## config.mk

```make
export PLATFORM = sky130hd
export DESIGN_NAME = rsp_port
export DESIGN_NICKNAME = d
export VERILOG_FILES = /design/src/rsp_pkg.sv /design/src/rsp_sync.sv /design/src/rsp_port.sv
export SDC_FILE = /design/constraint.sdc
export NUM_CORES = 1
export LEC_CHECK = 0
export ABC_AREA = 0
export BUFFER_PORTS_ARGS = -buffer_cell sky130_fd_sc_hd__buf_2
export CAP_MARGIN = 20
export CORE_MARGIN = 10
export CORE_UTILIZATION = 45
export DETAILED_ROUTE_END_ITERATION = 6
export PLACE_DENSITY_LB_ADDON = 0.08
export SLEW_MARGIN = 20
export SYNTH_ARGS = -nofsm -noshare
export SYNTH_HDL_FRONTEND = slang
export SYNTH_SLANG_ARGS = --single-unit
export TNS_END_PERCENT = 20
```

## constraint.sdc

```tcl
create_clock -name sys_clk -period 2.9 [get_ports sys_clk]
set_input_delay 0.145 -clock sys_clk [delete_from_list [all_inputs] [get_ports sys_clk]]
set_output_delay 0.145 -clock sys_clk [all_outputs]
set_load 0.05 [all_outputs]
```

## src/rsp_pkg.sv

```systemverilog
// Purpose: Shared constants and types for the radio serial register/FIFO port.
// Assumes: Mode-0 serial slave, address byte is write flag plus seven-bit address.
// Notes: Widths and encodings used by the port and its testbench live here.
package rsp_pkg;
  // ----------------------------------------------------------------------
  // Framing constants
  // ----------------------------------------------------------------------
  localparam int unsigned BYTE_W = 8;
  localparam int unsigned ADDR_W = 7;
  localparam int unsigned BIT_CNT_W = 3;
  localparam logic [2:0] BIT_LAST = 3'h7;
  localparam int unsigned WFLAG_POS = 7;
  localparam logic [6:0] FIFO_ADDR = 7'h00;
  localparam logic [6:0] ADDR_RESET = 7'h00;
  localparam logic [7:0] BYTE_ZERO = 8'h00;
  // ----------------------------------------------------------------------
  // Packet-mode payload limits
  // ----------------------------------------------------------------------
  localparam int unsigned PAYLOAD_MAX_SHORT = 255;
  localparam int unsigned PAYLOAD_MAX_LONG = 2047;
  localparam int unsigned LEN_W = 11;

  typedef enum logic [1:0] {
    RSP_LIM_SHORT,
    RSP_LIM_LONG,
    RSP_LIM_NONE
  } rsp_limit_t;

  typedef enum logic {
    RSP_MODE_CONTINUOUS,
    RSP_MODE_PACKET
  } rsp_mode_t;

  // Register access request toward the configuration register file.
  typedef struct packed {
    logic wrEn;
    logic rdEn;
    logic [6:0] addr;
    logic [7:0] data;
  } rsp_reg_req_t;

  // Payload byte exchanged with the packet FIFO.
  typedef struct packed {
    logic valid;
    logic [7:0] data;
  } rsp_byte_t;
endpackage : rsp_pkg

```

## src/rsp_sync.sv

```systemverilog
// Purpose: Two-flop synchroniser for the serial pins.
// Assumes: Inputs are asynchronous to sys_clk.
// Notes: The first stage is read only by the second stage.
`timescale 1ns/100ps
module rsp_sync #(
  parameter int unsigned WIDTH = 3,
  parameter logic [WIDTH-1:0] INIT = '0
) (
  input wire logic sys_clk,
  input wire logic reset,
  input wire logic clkEn,
  input wire logic [WIDTH-1:0] asyncIn,
  output logic [WIDTH-1:0] syncOut
);
  if (WIDTH < 1) begin : g_bad_width
    $error("rsp_sync needs at least one bit");
  end

  logic [WIDTH-1:0] meta_q;

  always_ff @(posedge sys_clk or posedge reset) begin
    if (reset) begin
      meta_q <= INIT;
      syncOut <= INIT;
    end else if (clkEn) begin
      meta_q <= asyncIn;
      syncOut <= meta_q;
    end
  end
endmodule : rsp_sync

```

## src/rsp_port.sv

```systemverilog
// Purpose: Serial slave port reaching configuration registers and the packet FIFO.
// Assumes: The serial clock is oversampled by sys_clk at 200 MHz.
// Notes: The register file and packet engine sit outside; this block frames bytes.
`timescale 1ns/100ps
// Functional notes
// RULE1: Two data modes; only the selected mode's datapath is enabled.
// RULE2: Continuous mode passes raw bits live on the continuous data pin.
// RULE3: Packet mode host exchanges only payload bytes with the FIFO.
// RULE4: Packet engine adds preamble, sync, optional CRC and DC-free coding.
// RULE5: Payload limit is 255, 2047 bytes or unlimited by feature set.
// RULE6: Mode 0: clock idles low, data sampled on rising edge.
// RULE7: Only the slave role; host drives clock and chip select.
// RULE8: Single write is address byte then data byte in one frame.
// RULE9: Single read returns addressed register as the byte after address.
// RULE10: Host frames single access with chip select low for one data byte.
// RULE11: Burst access increments the address after every data byte.
// RULE12: Burst works for both reads and writes.
// RULE13: Host keeps chip select low across every byte of burst or FIFO.
// RULE14: Address equal to FIFO routes all following bytes to the FIFO.
// RULE15: FIFO access keeps the address fixed between data bytes.
// RULE16: Address byte is write flag then seven address bits, MSB first.
// RULE17: Sample on rising edge, change on falling, release output when deselected.
module rsp_port #(
  parameter int unsigned SYNC_STAGES = 2
) (
  input wire logic sys_clk,
  input wire logic reset,
  input wire logic clkEn,
  input wire logic serialClk,
  input wire logic chip_select_n,
  input wire logic serialIn,
  output logic serialOut,
  output logic serialOutEn,
  input wire logic modeSel,
  input wire logic crcOn,
  input wire logic lengthExtOn,
  input wire logic [7:0] regRdData,
  input wire logic [7:0] fifoRdData,
  output rsp_pkg::rsp_reg_req_t regReq,
  output rsp_pkg::rsp_byte_t fifoWr,
  output logic fifoRdPop,
  output logic contEnable,
  output logic packetEnable,
  output rsp_pkg::rsp_limit_t payloadLimit,
  input wire logic contRxBit,
  output logic contTxBit,
  input wire logic continuous_data_pin_in,
  output logic continuous_data_pin_out,
  output logic continuous_data_pin_oe,
  input wire logic contTxDir
);
  if (SYNC_STAGES != 2) begin : g_bad_sync
    $error("rsp_port supports two sync stages only");
  end

  // ----------------------------------------------------------------------
  // Pin synchronisation
  // ----------------------------------------------------------------------
  logic [3:0] pinSync;
  logic sclkS, csnS, mosiS, dataPinS;
  rsp_sync #(.WIDTH(4), .INIT(4'h2)) u_sync (
    .sys_clk(sys_clk),
    .reset(reset),
    .clkEn(clkEn),
    .asyncIn({continuous_data_pin_in, serialIn, chip_select_n, serialClk}),
    .syncOut(pinSync)
  );
  assign sclkS = pinSync[0];
  assign csnS = pinSync[1];
  assign mosiS = pinSync[2];
  assign dataPinS = pinSync[3];

  logic sclkPrev_q;
  logic rise, fall, active;
  always_ff @(posedge sys_clk or posedge reset) begin
    if (reset) sclkPrev_q <= 1'b0;
    else if (clkEn) sclkPrev_q <= sclkS;
  end
  assign active = !csnS; // RULE7
  assign rise = active && sclkS && !sclkPrev_q; // RULE6
  assign fall = active && !sclkS && sclkPrev_q; // RULE6

  // ----------------------------------------------------------------------
  // Receive shifter and byte framing
  // ----------------------------------------------------------------------
  logic [2:0] bitCnt_q;
  logic [6:0] shift_q;
  logic [7:0] rxByte;
  logic byteDone;
  assign rxByte = {shift_q, mosiS};
  assign byteDone = rise && (bitCnt_q == rsp_pkg::BIT_LAST);

  always_ff @(posedge sys_clk or posedge reset) begin
    if (reset) begin
      bitCnt_q <= '0;
      shift_q <= '0;
    end else if (clkEn) begin
      if (!active) begin
        bitCnt_q <= '0;
      end else if (rise) begin
        shift_q <= rxByte[6:0]; // RULE16
        bitCnt_q <= bitCnt_q + 3'h1;
      end
    end
  end

  typedef enum logic {
    ST_ADDR,
    ST_DATA
  } rsp_state_t;
  rsp_state_t state_q;
  logic write_flag_q;
  logic [6:0] addr_q;
  logic isFifo;
  assign isFifo = (addr_q == rsp_pkg::FIFO_ADDR);

  always_ff @(posedge sys_clk or posedge reset) begin
    if (reset) begin
      state_q <= ST_ADDR;
      write_flag_q <= 1'b0;
      addr_q <= rsp_pkg::ADDR_RESET;
    end else if (clkEn) begin
      if (!active) begin
        state_q <= ST_ADDR;
      end else if (byteDone) begin
        case (state_q)
          ST_ADDR: begin
            write_flag_q <= rxByte[rsp_pkg::WFLAG_POS]; // RULE16
            addr_q <= rxByte[6:0];
            state_q <= ST_DATA;
          end
          ST_DATA: begin
            if (!isFifo) addr_q <= addr_q + 7'h01; // RULE11 RULE12
            // FIFO address stays put for the next byte. // RULE15
          end
          default: state_q <= ST_ADDR;
        endcase
      end
    end
  end

  // ----------------------------------------------------------------------
  // Register and FIFO requests
  // ----------------------------------------------------------------------
  logic addrDone, needRead;
  assign addrDone = byteDone && (state_q == ST_ADDR);
  assign needRead = (addrDone && !rxByte[rsp_pkg::WFLAG_POS])
    || (byteDone && state_q == ST_DATA && !write_flag_q);

  logic [6:0] rdAddr;
  assign rdAddr = addrDone ? rxByte[6:0] : (isFifo ? addr_q : addr_q + 7'h01);

  always_ff @(posedge sys_clk or posedge reset) begin
    if (reset) begin
      regReq <= '0;
      fifoWr <= '0;
      fifoRdPop <= 1'b0;
    end else if (clkEn) begin
      regReq.wrEn <= 1'b0;
      regReq.rdEn <= 1'b0;
      fifoWr.valid <= 1'b0;
      fifoRdPop <= 1'b0;
      if (byteDone && state_q == ST_DATA && write_flag_q) begin
        if (isFifo && packetEnable) begin
          fifoWr.valid <= 1'b1; // RULE14 RULE3
          fifoWr.data <= rxByte;
        end else if (!isFifo) begin
          regReq.wrEn <= 1'b1; // RULE8
          regReq.addr <= addr_q;
          regReq.data <= rxByte;
        end
      end else if (needRead) begin
        if (rdAddr == rsp_pkg::FIFO_ADDR) begin
          fifoRdPop <= packetEnable; // RULE14 RULE3
        end else begin
          regReq.rdEn <= 1'b1; // RULE9
        end
        regReq.addr <= rdAddr;
      end
    end
  end

  // ----------------------------------------------------------------------
  // Transmit shifter
  // ----------------------------------------------------------------------
  logic loadPend_q;
  logic [7:0] txShift_q;
  always_ff @(posedge sys_clk or posedge reset) begin
    if (reset) loadPend_q <= 1'b0;
    else if (clkEn) loadPend_q <= needRead;
  end

  always_ff @(posedge sys_clk or posedge reset) begin
    if (reset) begin
      txShift_q <= rsp_pkg::BYTE_ZERO;
      serialOut <= 1'b0;
      serialOutEn <= 1'b0;
    end else if (clkEn) begin
      serialOutEn <= active; // RULE17
      if (!active) begin
        serialOut <= 1'b0;
        txShift_q <= rsp_pkg::BYTE_ZERO;
      end else if (loadPend_q) begin
        txShift_q <= (regReq.addr == rsp_pkg::FIFO_ADDR) ? fifoRdData : regRdData; // RULE9
      end else if (fall) begin
        serialOut <= txShift_q[7]; // RULE17 RULE16
        txShift_q <= {txShift_q[6:0], 1'b0};
      end
    end
  end

  // ----------------------------------------------------------------------
  // Data operation mode and continuous data path
  // ----------------------------------------------------------------------
  // The pin path decodes the mode itself so that it never outlives contEnable.
  logic contSel;
  assign contSel = (modeSel == rsp_pkg::RSP_MODE_CONTINUOUS);

  always_ff @(posedge sys_clk or posedge reset) begin
    if (reset) begin
      contEnable <= 1'b0;
      packetEnable <= 1'b1;
      payloadLimit <= rsp_pkg::RSP_LIM_SHORT;
    end else if (clkEn) begin
      contEnable <= contSel; // RULE1
      packetEnable <= (modeSel == rsp_pkg::RSP_MODE_PACKET); // RULE1 RULE4
      if (lengthExtOn && !crcOn) payloadLimit <= rsp_pkg::RSP_LIM_NONE; // RULE5
      else if (lengthExtOn) payloadLimit <= rsp_pkg::RSP_LIM_LONG; // RULE5
      else payloadLimit <= rsp_pkg::RSP_LIM_SHORT; // RULE5
    end
  end

  always_ff @(posedge sys_clk or posedge reset) begin
    if (reset) begin
      continuous_data_pin_out <= 1'b0;
      continuous_data_pin_oe <= 1'b0;
      contTxBit <= 1'b0;
    end else if (clkEn) begin
      continuous_data_pin_oe <= contSel && !contTxDir; // RULE2
      continuous_data_pin_out <= contSel ? contRxBit : 1'b0; // RULE2
      contTxBit <= (contSel && contTxDir) ? dataPinS : 1'b0; // RULE2
    end
  end
endmodule : rsp_port

```

==> results of run 1 <==
synthesized netlist by cell type (2+ instances only):
cell       count
dfrtp_1       70
mux2_2        33
a21oi_1       28
nor2_1        28
nand2_1       23
inv_1         11
mux2i_1       10
clkbuf_1       9
a22o_1         8
o2bb2ai_1      7
a211oi_1       6
ha_1           5
nand3_1        5
o21ai_1        5
nor3_1         4
o21ai_0        4
a21o_1         3
a31oi_1        3
dfstp_2        3
inv_2          3
nand2b_1       3
o22ai_1        3
xor2_1         3
a22oi_1        2
a32o_1         2
buf_1          2
buf_2          2
mux2_1         2
nor2b_1        2
nor4_1         2
xnor2_1        2
placed cells by master, fill, tap and decap left out, types with 4 or more instances in the layout:
| cell type | netlist | final |
|---|---|---|
| a211oi_1 | 6 | 6 |
| a21oi_1 | 28 | 28 |
| a22o_1 | 8 | 8 |
| buf_2 | 2 | 63 |
| buf_4 | 0 | 8 |
| clkbuf_8 | 0 | 9 |
| dfrtp_1 | 70 | 70 |
| ha_1 | 5 | 5 |
| inv_1 | 11 | 10 |
| inv_2 | 3 | 4 |
| mux2_2 | 33 | 33 |
| mux2i_1 | 10 | 10 |
| nand2_1 | 23 | 23 |
| nand3_1 | 5 | 5 |
| nor2_1 | 28 | 28 |
| nor3_1 | 4 | 4 |
| o21ai_0 | 4 | 4 |
| o21ai_1 | 5 | 5 |
| o2bb2ai_1 | 7 | 7 |
routing by layer:
metal | routed length (microns) | share of wire | global-route usage
met2 | 3700 | 0.45 | 0.220
met5 | 0 | 0 | 0
met1 | 3840 | 0.47 | 0.198
met4 | 56 | 0.0069 | 0.0372
met3 | 574 | 0.070 | 0.0563
stage by stage:
stage | total power, W | util | std cells | setup slack, ps
5_1_grt | 0.00258 | 0.563 | 483 | 108
3_5_place_dp | 0.00159 | 0.529 | 464 | 471
6_report | 0.00245 | 0.563 | 483 | 400
2_1_floorplan | 0.00146 | - | 308 | 679
4_1_cts | 0.00248 | 0.563 | 483 | 437
3_3_place_gp | 0.00158 | 0.529 | 464 | 564
worst max-delay path, cell delays in order, from the launching register on:
cell       delay (ps)
dfrtp_1           370
ha_1              160
ha_1              170
nand4bb_1         170
nand2b_1          450
nor4_1            350
a21oi_1            60
or3_1             410
o32ai_2           260
kinds of logic after synthesis:
kind of cell	after synthesis
AOI/OAI and AO/OA	77
and+or+nand+nor	75
DFF	73
muxes	45
buffers and inverters	28
xor gates and xnor gates	5
adders and majority gates	5
final cells by class:
cell class,count,area [sq um]
fill,645,3200
sequential,73,1830
multi-input combinational,207,1500
tap,99,124
timing repair buffer,74,405
inverter,14,52.6
clock inverter,6,91.3
clock buffer,10,128
worst max-delay path by stage:
stage | endpoint | slack (ps) | depth (start not counted)
final | fifoRdPop | 400 | 8
after CTS | fifoRdPop | 440 | 8
after global placement | fifoRdPop | 560 | 7
after floorplan | fifoRdPop | 680 | 8
after detailed placement | fifoRdPop | 470 | 8
after global routing | fifoRdPop | 110 | 8
registers in the layout (all words and copies together), names as in the netlist, 2 cells and up:
register	count
fifoWr	9
addr_q	7
shift_q	7
u_sync.meta_q	4
payloadLimit	2
bitCnt_q	3
regReq	17
u_sync.syncOut	4
txShift_q	8
report_power, final:
| group | total, W | internal (W) | switching [W] |
|---|---|---|---|
| Combinational | 0.000328 | 0.000146 | 0.000181 |
| Clock | 0.000883 | 0.000489 | 0.000393 |
| Sequential | 0.00124 | 0.00111 | 0.000133 |
==> flow_summary.json, run 1 <==
{
  "drive_gt1_frac": 0.346,
  "hold_depth": 2,
  "grt_max_degree": 37,
  "synth_top_area_share": 0.509,
  "worstMarginPinSlew_ps": 746,
  "drc": 0,
  "crit_path_start": "bitCnt_q[1]",
  "num-nets-final": 412,
  "synth-edff-count": 0,
  "cts_tree": "done",
  "clockBufferDepth": 2,
  "outcome": "finished clean",
  "hold_violations": 0,
  "fp.dieW_microns": 107,
  "setup_viol": 0,
  "worst_hold_slack_ps": 34.4,
  "placed_area_sq_um": 3880,
  "slew_headroom": 0.502,
  "hp-class": "primary input to flop",
  "p_per_area_nw_per_um2": 593,
  "synth_adder_area_share": 0.0182,
  "crit_type": "flop to flop",
  "synth-seq-cells": 73,
  "io_pins": 64,
  "cp.arrival_ps": 2740,
  "cts-root-buf": "clkbuf_8",
  "grt_pass1_wl_mm": 13.8,
  "finalClockSkew_ps": 6.06,
  "coreArea_sq_um": 7330,
  "netlist_area_sq_um": 3440,
  "final-max-slew-violation-count": 0,
  "grt-ovfl-total": 0,
  "fin_crit_ps": 2500,
  "cp.required_ps": 3140,
  "firstDrtPassIters": 5,
  "synth-compound-area-share": 0.152,
  "synth_xor_xnor_area_share": 0.0127,
  "detail-route-antenna-nets": 0,
  "clock-sinks": 73,
  "initial_core_util": 0.470,
  "timing.setup.tns_ps": 0,
  "ir_drop_v": 0.000337,
  "synth_top_family_by_area": "compound AO/OA/AOI/OAI gates",
  "cts_setup_buffers": 0,
  "avgSynthCellArea_sq_um": 11.2,
  "cts.clk_slew.worst_paths_ps": 80,
  "holdPathEnd": "u_sync.meta_q[2]",
  "hp-start": "serialIn",
  "synth_top_cell_by_area": "dfrtp_1",
  "antenna_found_initial": 0,
  "rsz0062_at_grt": "no",
  "fp.dieH_microns": 107,
  "antennaDiodeCount": 0,
  "ys_seq_area_frac": 0.531,
  "synth_cell_types": 46,
  "drt_iter0_markers": 94,
  "synth_simple_gate_area_frac": 0.109,
  "maxCapViolations": 0,
  "synth_flop_cell": "dfrtp_1",
  "synthCells": 308,
  "cts_hold_buf": 3,
  "synthTopCellsByArea": "dfrtp_1, mux2_2, a21oi_1",
  "final_area_sq_um": 4130,
  "rows": 31,
  "dp_hpwl_mm": 5.88,
  "areaGrowthSynthToFinish_pct": 19.9,
  "r2r-start": "bitCnt_q[1]",
  "viasPerCell": 5.33,
  "grt_use_total": 0.148,
  "cp_max_fo": 17,
  "yosysWarnings": 0,
  "clkLatencyLatePin_ps": 340,
  "die-area_sq_um": 11600,
  "drt_wl_total_mm": 8.17,
  "routedWlPerCell_microns": 16.9,
  "routabilityCongestion": 0.891,
  "crit_path_start_kind": "flop",
  "vias": 2573,
  "syn-num-nets": 341,
  "ff2ff_path_depth": 8,
  "cts_buffers": 9,
  "cts_resized": 0,
  "htreeDepth": 3,
  "leakagePower_nw": 2.09,
  "r2r_setup_slack_ps": 400,
  "fin_crit_sh": 0.862,
  "endpoint_kind": "flop",
  "async_flop_share": 1.00,
  "r2r-end": "fifoRdPop",
  "muxShareOfSynthArea": 0.143,
  "fmax_mhz": 400,
  "numPortBuffers": 63,
  "grt_pass1_vias": 2739
}
No activity file was read; power rests on OpenSTA's default activity.
==> run 2: changes to the inputs <==
--- a/config.mk
+++ b/config.mk
@@ -13,5 +13,4 @@
 export DETAILED_ROUTE_END_ITERATION = 6
 export PLACE_DENSITY_LB_ADDON = 0.08
-export SLEW_MARGIN = 20
 export SYNTH_ARGS = -nofsm -noshare
 export SYNTH_HDL_FRONTEND = slang
==> constraint.sdc (replaced) <==
create_clock -name sys_clk -period 2.9 [get_ports sys_clk]
set_input_delay 0.58 -clock sys_clk [delete_from_list [all_inputs] [get_ports sys_clk]]
set_output_delay 0.58 -clock sys_clk [all_outputs]
set_load 0.05 [all_outputs]
==> run 2 against run 1 <==
Net effect:
- register-to-register slack improved by 40 ps
- highest routed layer unchanged
- die area unchanged
- final cell count decreased by 1.2%
- global-route usage decreased by 0.63 points
- core utilization decreased by 0.55 points
- power decreased by 0.24%
- sequential share of layout area increased by 0.43 points
- sequential cell count unchanged
- clock-buffer cell count unchanged
- wire length decreased by 2.6%
- worst hold slack improved by 180 ps
- via count decreased by 0.51%
==> flow_summary.json, run 2 (synthesis gave the netlist of run 1 again) <==
{
  "cp.arrival_ps": 2720,
  "drc": 0,
  "top_layer_used": "met4",
  "grt_pass1_vias": 2663,
  "routedWlPerCell_microns": 16.7,
  "grt-ovfl-total": 0,
  "num-nets-final": 406,
  "cts_tree": "done",
  "grt_max_degree": 38,
  "final_area_sq_um": 4090,
  "timing.setup.tns_ps": 0,
  "firstDrtPassIters": 4,
  "crit_path_start_kind": "flop",
  "top_register": "regReq",
  "cts_resized": 0,
  "hold_violations": 0,
  "cts-root-buf": "clkbuf_8",
  "wl_met2_mm": 3.62,
  "largestRegisters": "regReq (17), fifoWr (9), txShift_q (8)",
  "coreArea_sq_um": 7330,
  "placed_area_sq_um": 3870,
  "cts.clk_slew.worst_paths_ps": 80,
  "finalClockSkew_ps": 6.06,
  "met3_wirelength_microns": 478,
  "dp_hpwl_mm": 5.70,
  "routabilityCongestion": 0.854,
  "layout_common_cells": "dfrtp_1, buf_2, mux2_2, a21oi_1, nor2_1",
  "vias": 2560,
  "leakagePower_nw": 2.07,
  "worstMarginPinSlew_ps": 659,
  "drt_iter0_markers": 120,
  "antenna_found_initial": 0,
  "maxCapViolations": 0,
  "io_pins": 64,
  "cts_setup_buffers": 0,
  "wl_met1_mm": 3.72,
  "clkLatencyLatePin_ps": 350,
  "areaGrowthSynthToFinish_pct": 18.7,
  "fp.dieW_microns": 107,
  "largest_reg_flops": 17,
  "setup_viol": 0,
  "cp.required_ps": 3160,
  "endpoint_kind": "flop",
  "drt_wl_total_mm": 7.96,
  "crit_type": "flop to flop",
  "worst_hold_slack_ps": 215,
  "p_per_area_nw_per_um2": 598,
  "grt_pass1_wl_mm": 13.3,
  "clock-sinks": 73,
  "grt_use_total": 0.142,
  "rsz0062_at_grt": "no",
  "fin_crit_ps": 2460,
  "viasPerCell": 5.37,
  "initial_core_util": 0.470,
  "fin_crit_sh": 0.847,
  "final-max-slew-violation-count": 0,
  "ir_drop_v": 0.000325,
  "antennaDiodeCount": 0,
  "fmax_mhz": 407,
  "clockBufferDepth": 2,
  "outcome": "finished clean",
  "cp_max_fo": 17,
  "cts_hold_buf": 0,
  "cts_buffers": 9,
  "htreeDepth": 3,
  "drive_gt1_frac": 0.344,
  "numPortBuffers": 63,
  "detail-route-antenna-nets": 0,
  "final_common_cell": "dfrtp_1",
  "slew_headroom": 0.558,
  "fp.dieH_microns": 107,
  "rows": 31,
  "die-area_sq_um": 11600,
  "hp-class": "primary input to async pin"
}
==> run 2: cell count changes in the layout (fill, tap and decap cells not counted), sizes merged <==
cell	before	now
buf	71	68
dlygate4sd3	3	0
==> run 2: power by group <==
| group | leakage (nW) | switching, W | total [W] | internal (W) |
|---|---|---|---|---|
| combinational | 0.985 | 0.000181 | 0.000325 | 0.000144 |
| sequential | 0.972 | 0.000133 | 0.00124 | 0.00111 |
| clock | 0.111 | 0.000389 | 0.000878 | 0.000489 |
==> run 2: worst max-delay path, cell delays in order (launching register included) <==
cell	delay (ps)
dfrtp_1	380
ha_1	150
ha_1	170
nand4bb_1	190
nand2b_1	450
nor4_1	280
a21oi_1	80
or3_1	410
o32ai_2	250
==> run 2: worst paths after layout <==
path / start / to / slack (ps) / cells past startpoint
setup / recovery: bitCnt_q[1] / fifoRdPop / 440 / 8
hold / removal: reset / u_sync.meta_q[3] / 210 / 2
setup reg to reg: bitCnt_q[1] / fifoRdPop / 440 / 8
hold reg to reg: write_flag_q / write_flag_q / 490 / 1
max in group asynchronous: reset / regReq[14] / 2080 / 3
min in group sys_clk: crcOn / payloadLimit[1] / 410 / 2
==> run 2: cell type report <==
type,instances,area (sq um)
Inverter,14,52.6
Timing Repair Buffer,68,365
Tap cell,99,124
Clock inverter,6,91.3
Fill cell,633,3240
Sequential cell,73,1830
Multi-Input combinational cell,207,1500
Clock buffer,10,128
==> run 2: per-stage QoR <==
stage / utilization / setup slack (ps) / instances / power, W
after floorplan: - / 472 / 308 / 0.00146
after global placement: 0.528 / 553 / 461 / 0.00158
after detailed placement: 0.528 / 480 / 461 / 0.00159
after CTS: 0.558 / 456 / 477 / 0.00248
after global routing: 0.558 / 233 / 477 / 0.00257
final: 0.558 / 443 / 477 / 0.00244
==> run 2: layer usage <==
metal | up-vias | global-route usage
met5 | - | 0
met1 | 1243 | 0.183
met3 | 11 | 0.0437
met4 | 0 | 0.0525
li1 | 1235 | -
met2 | 71 | 0.218
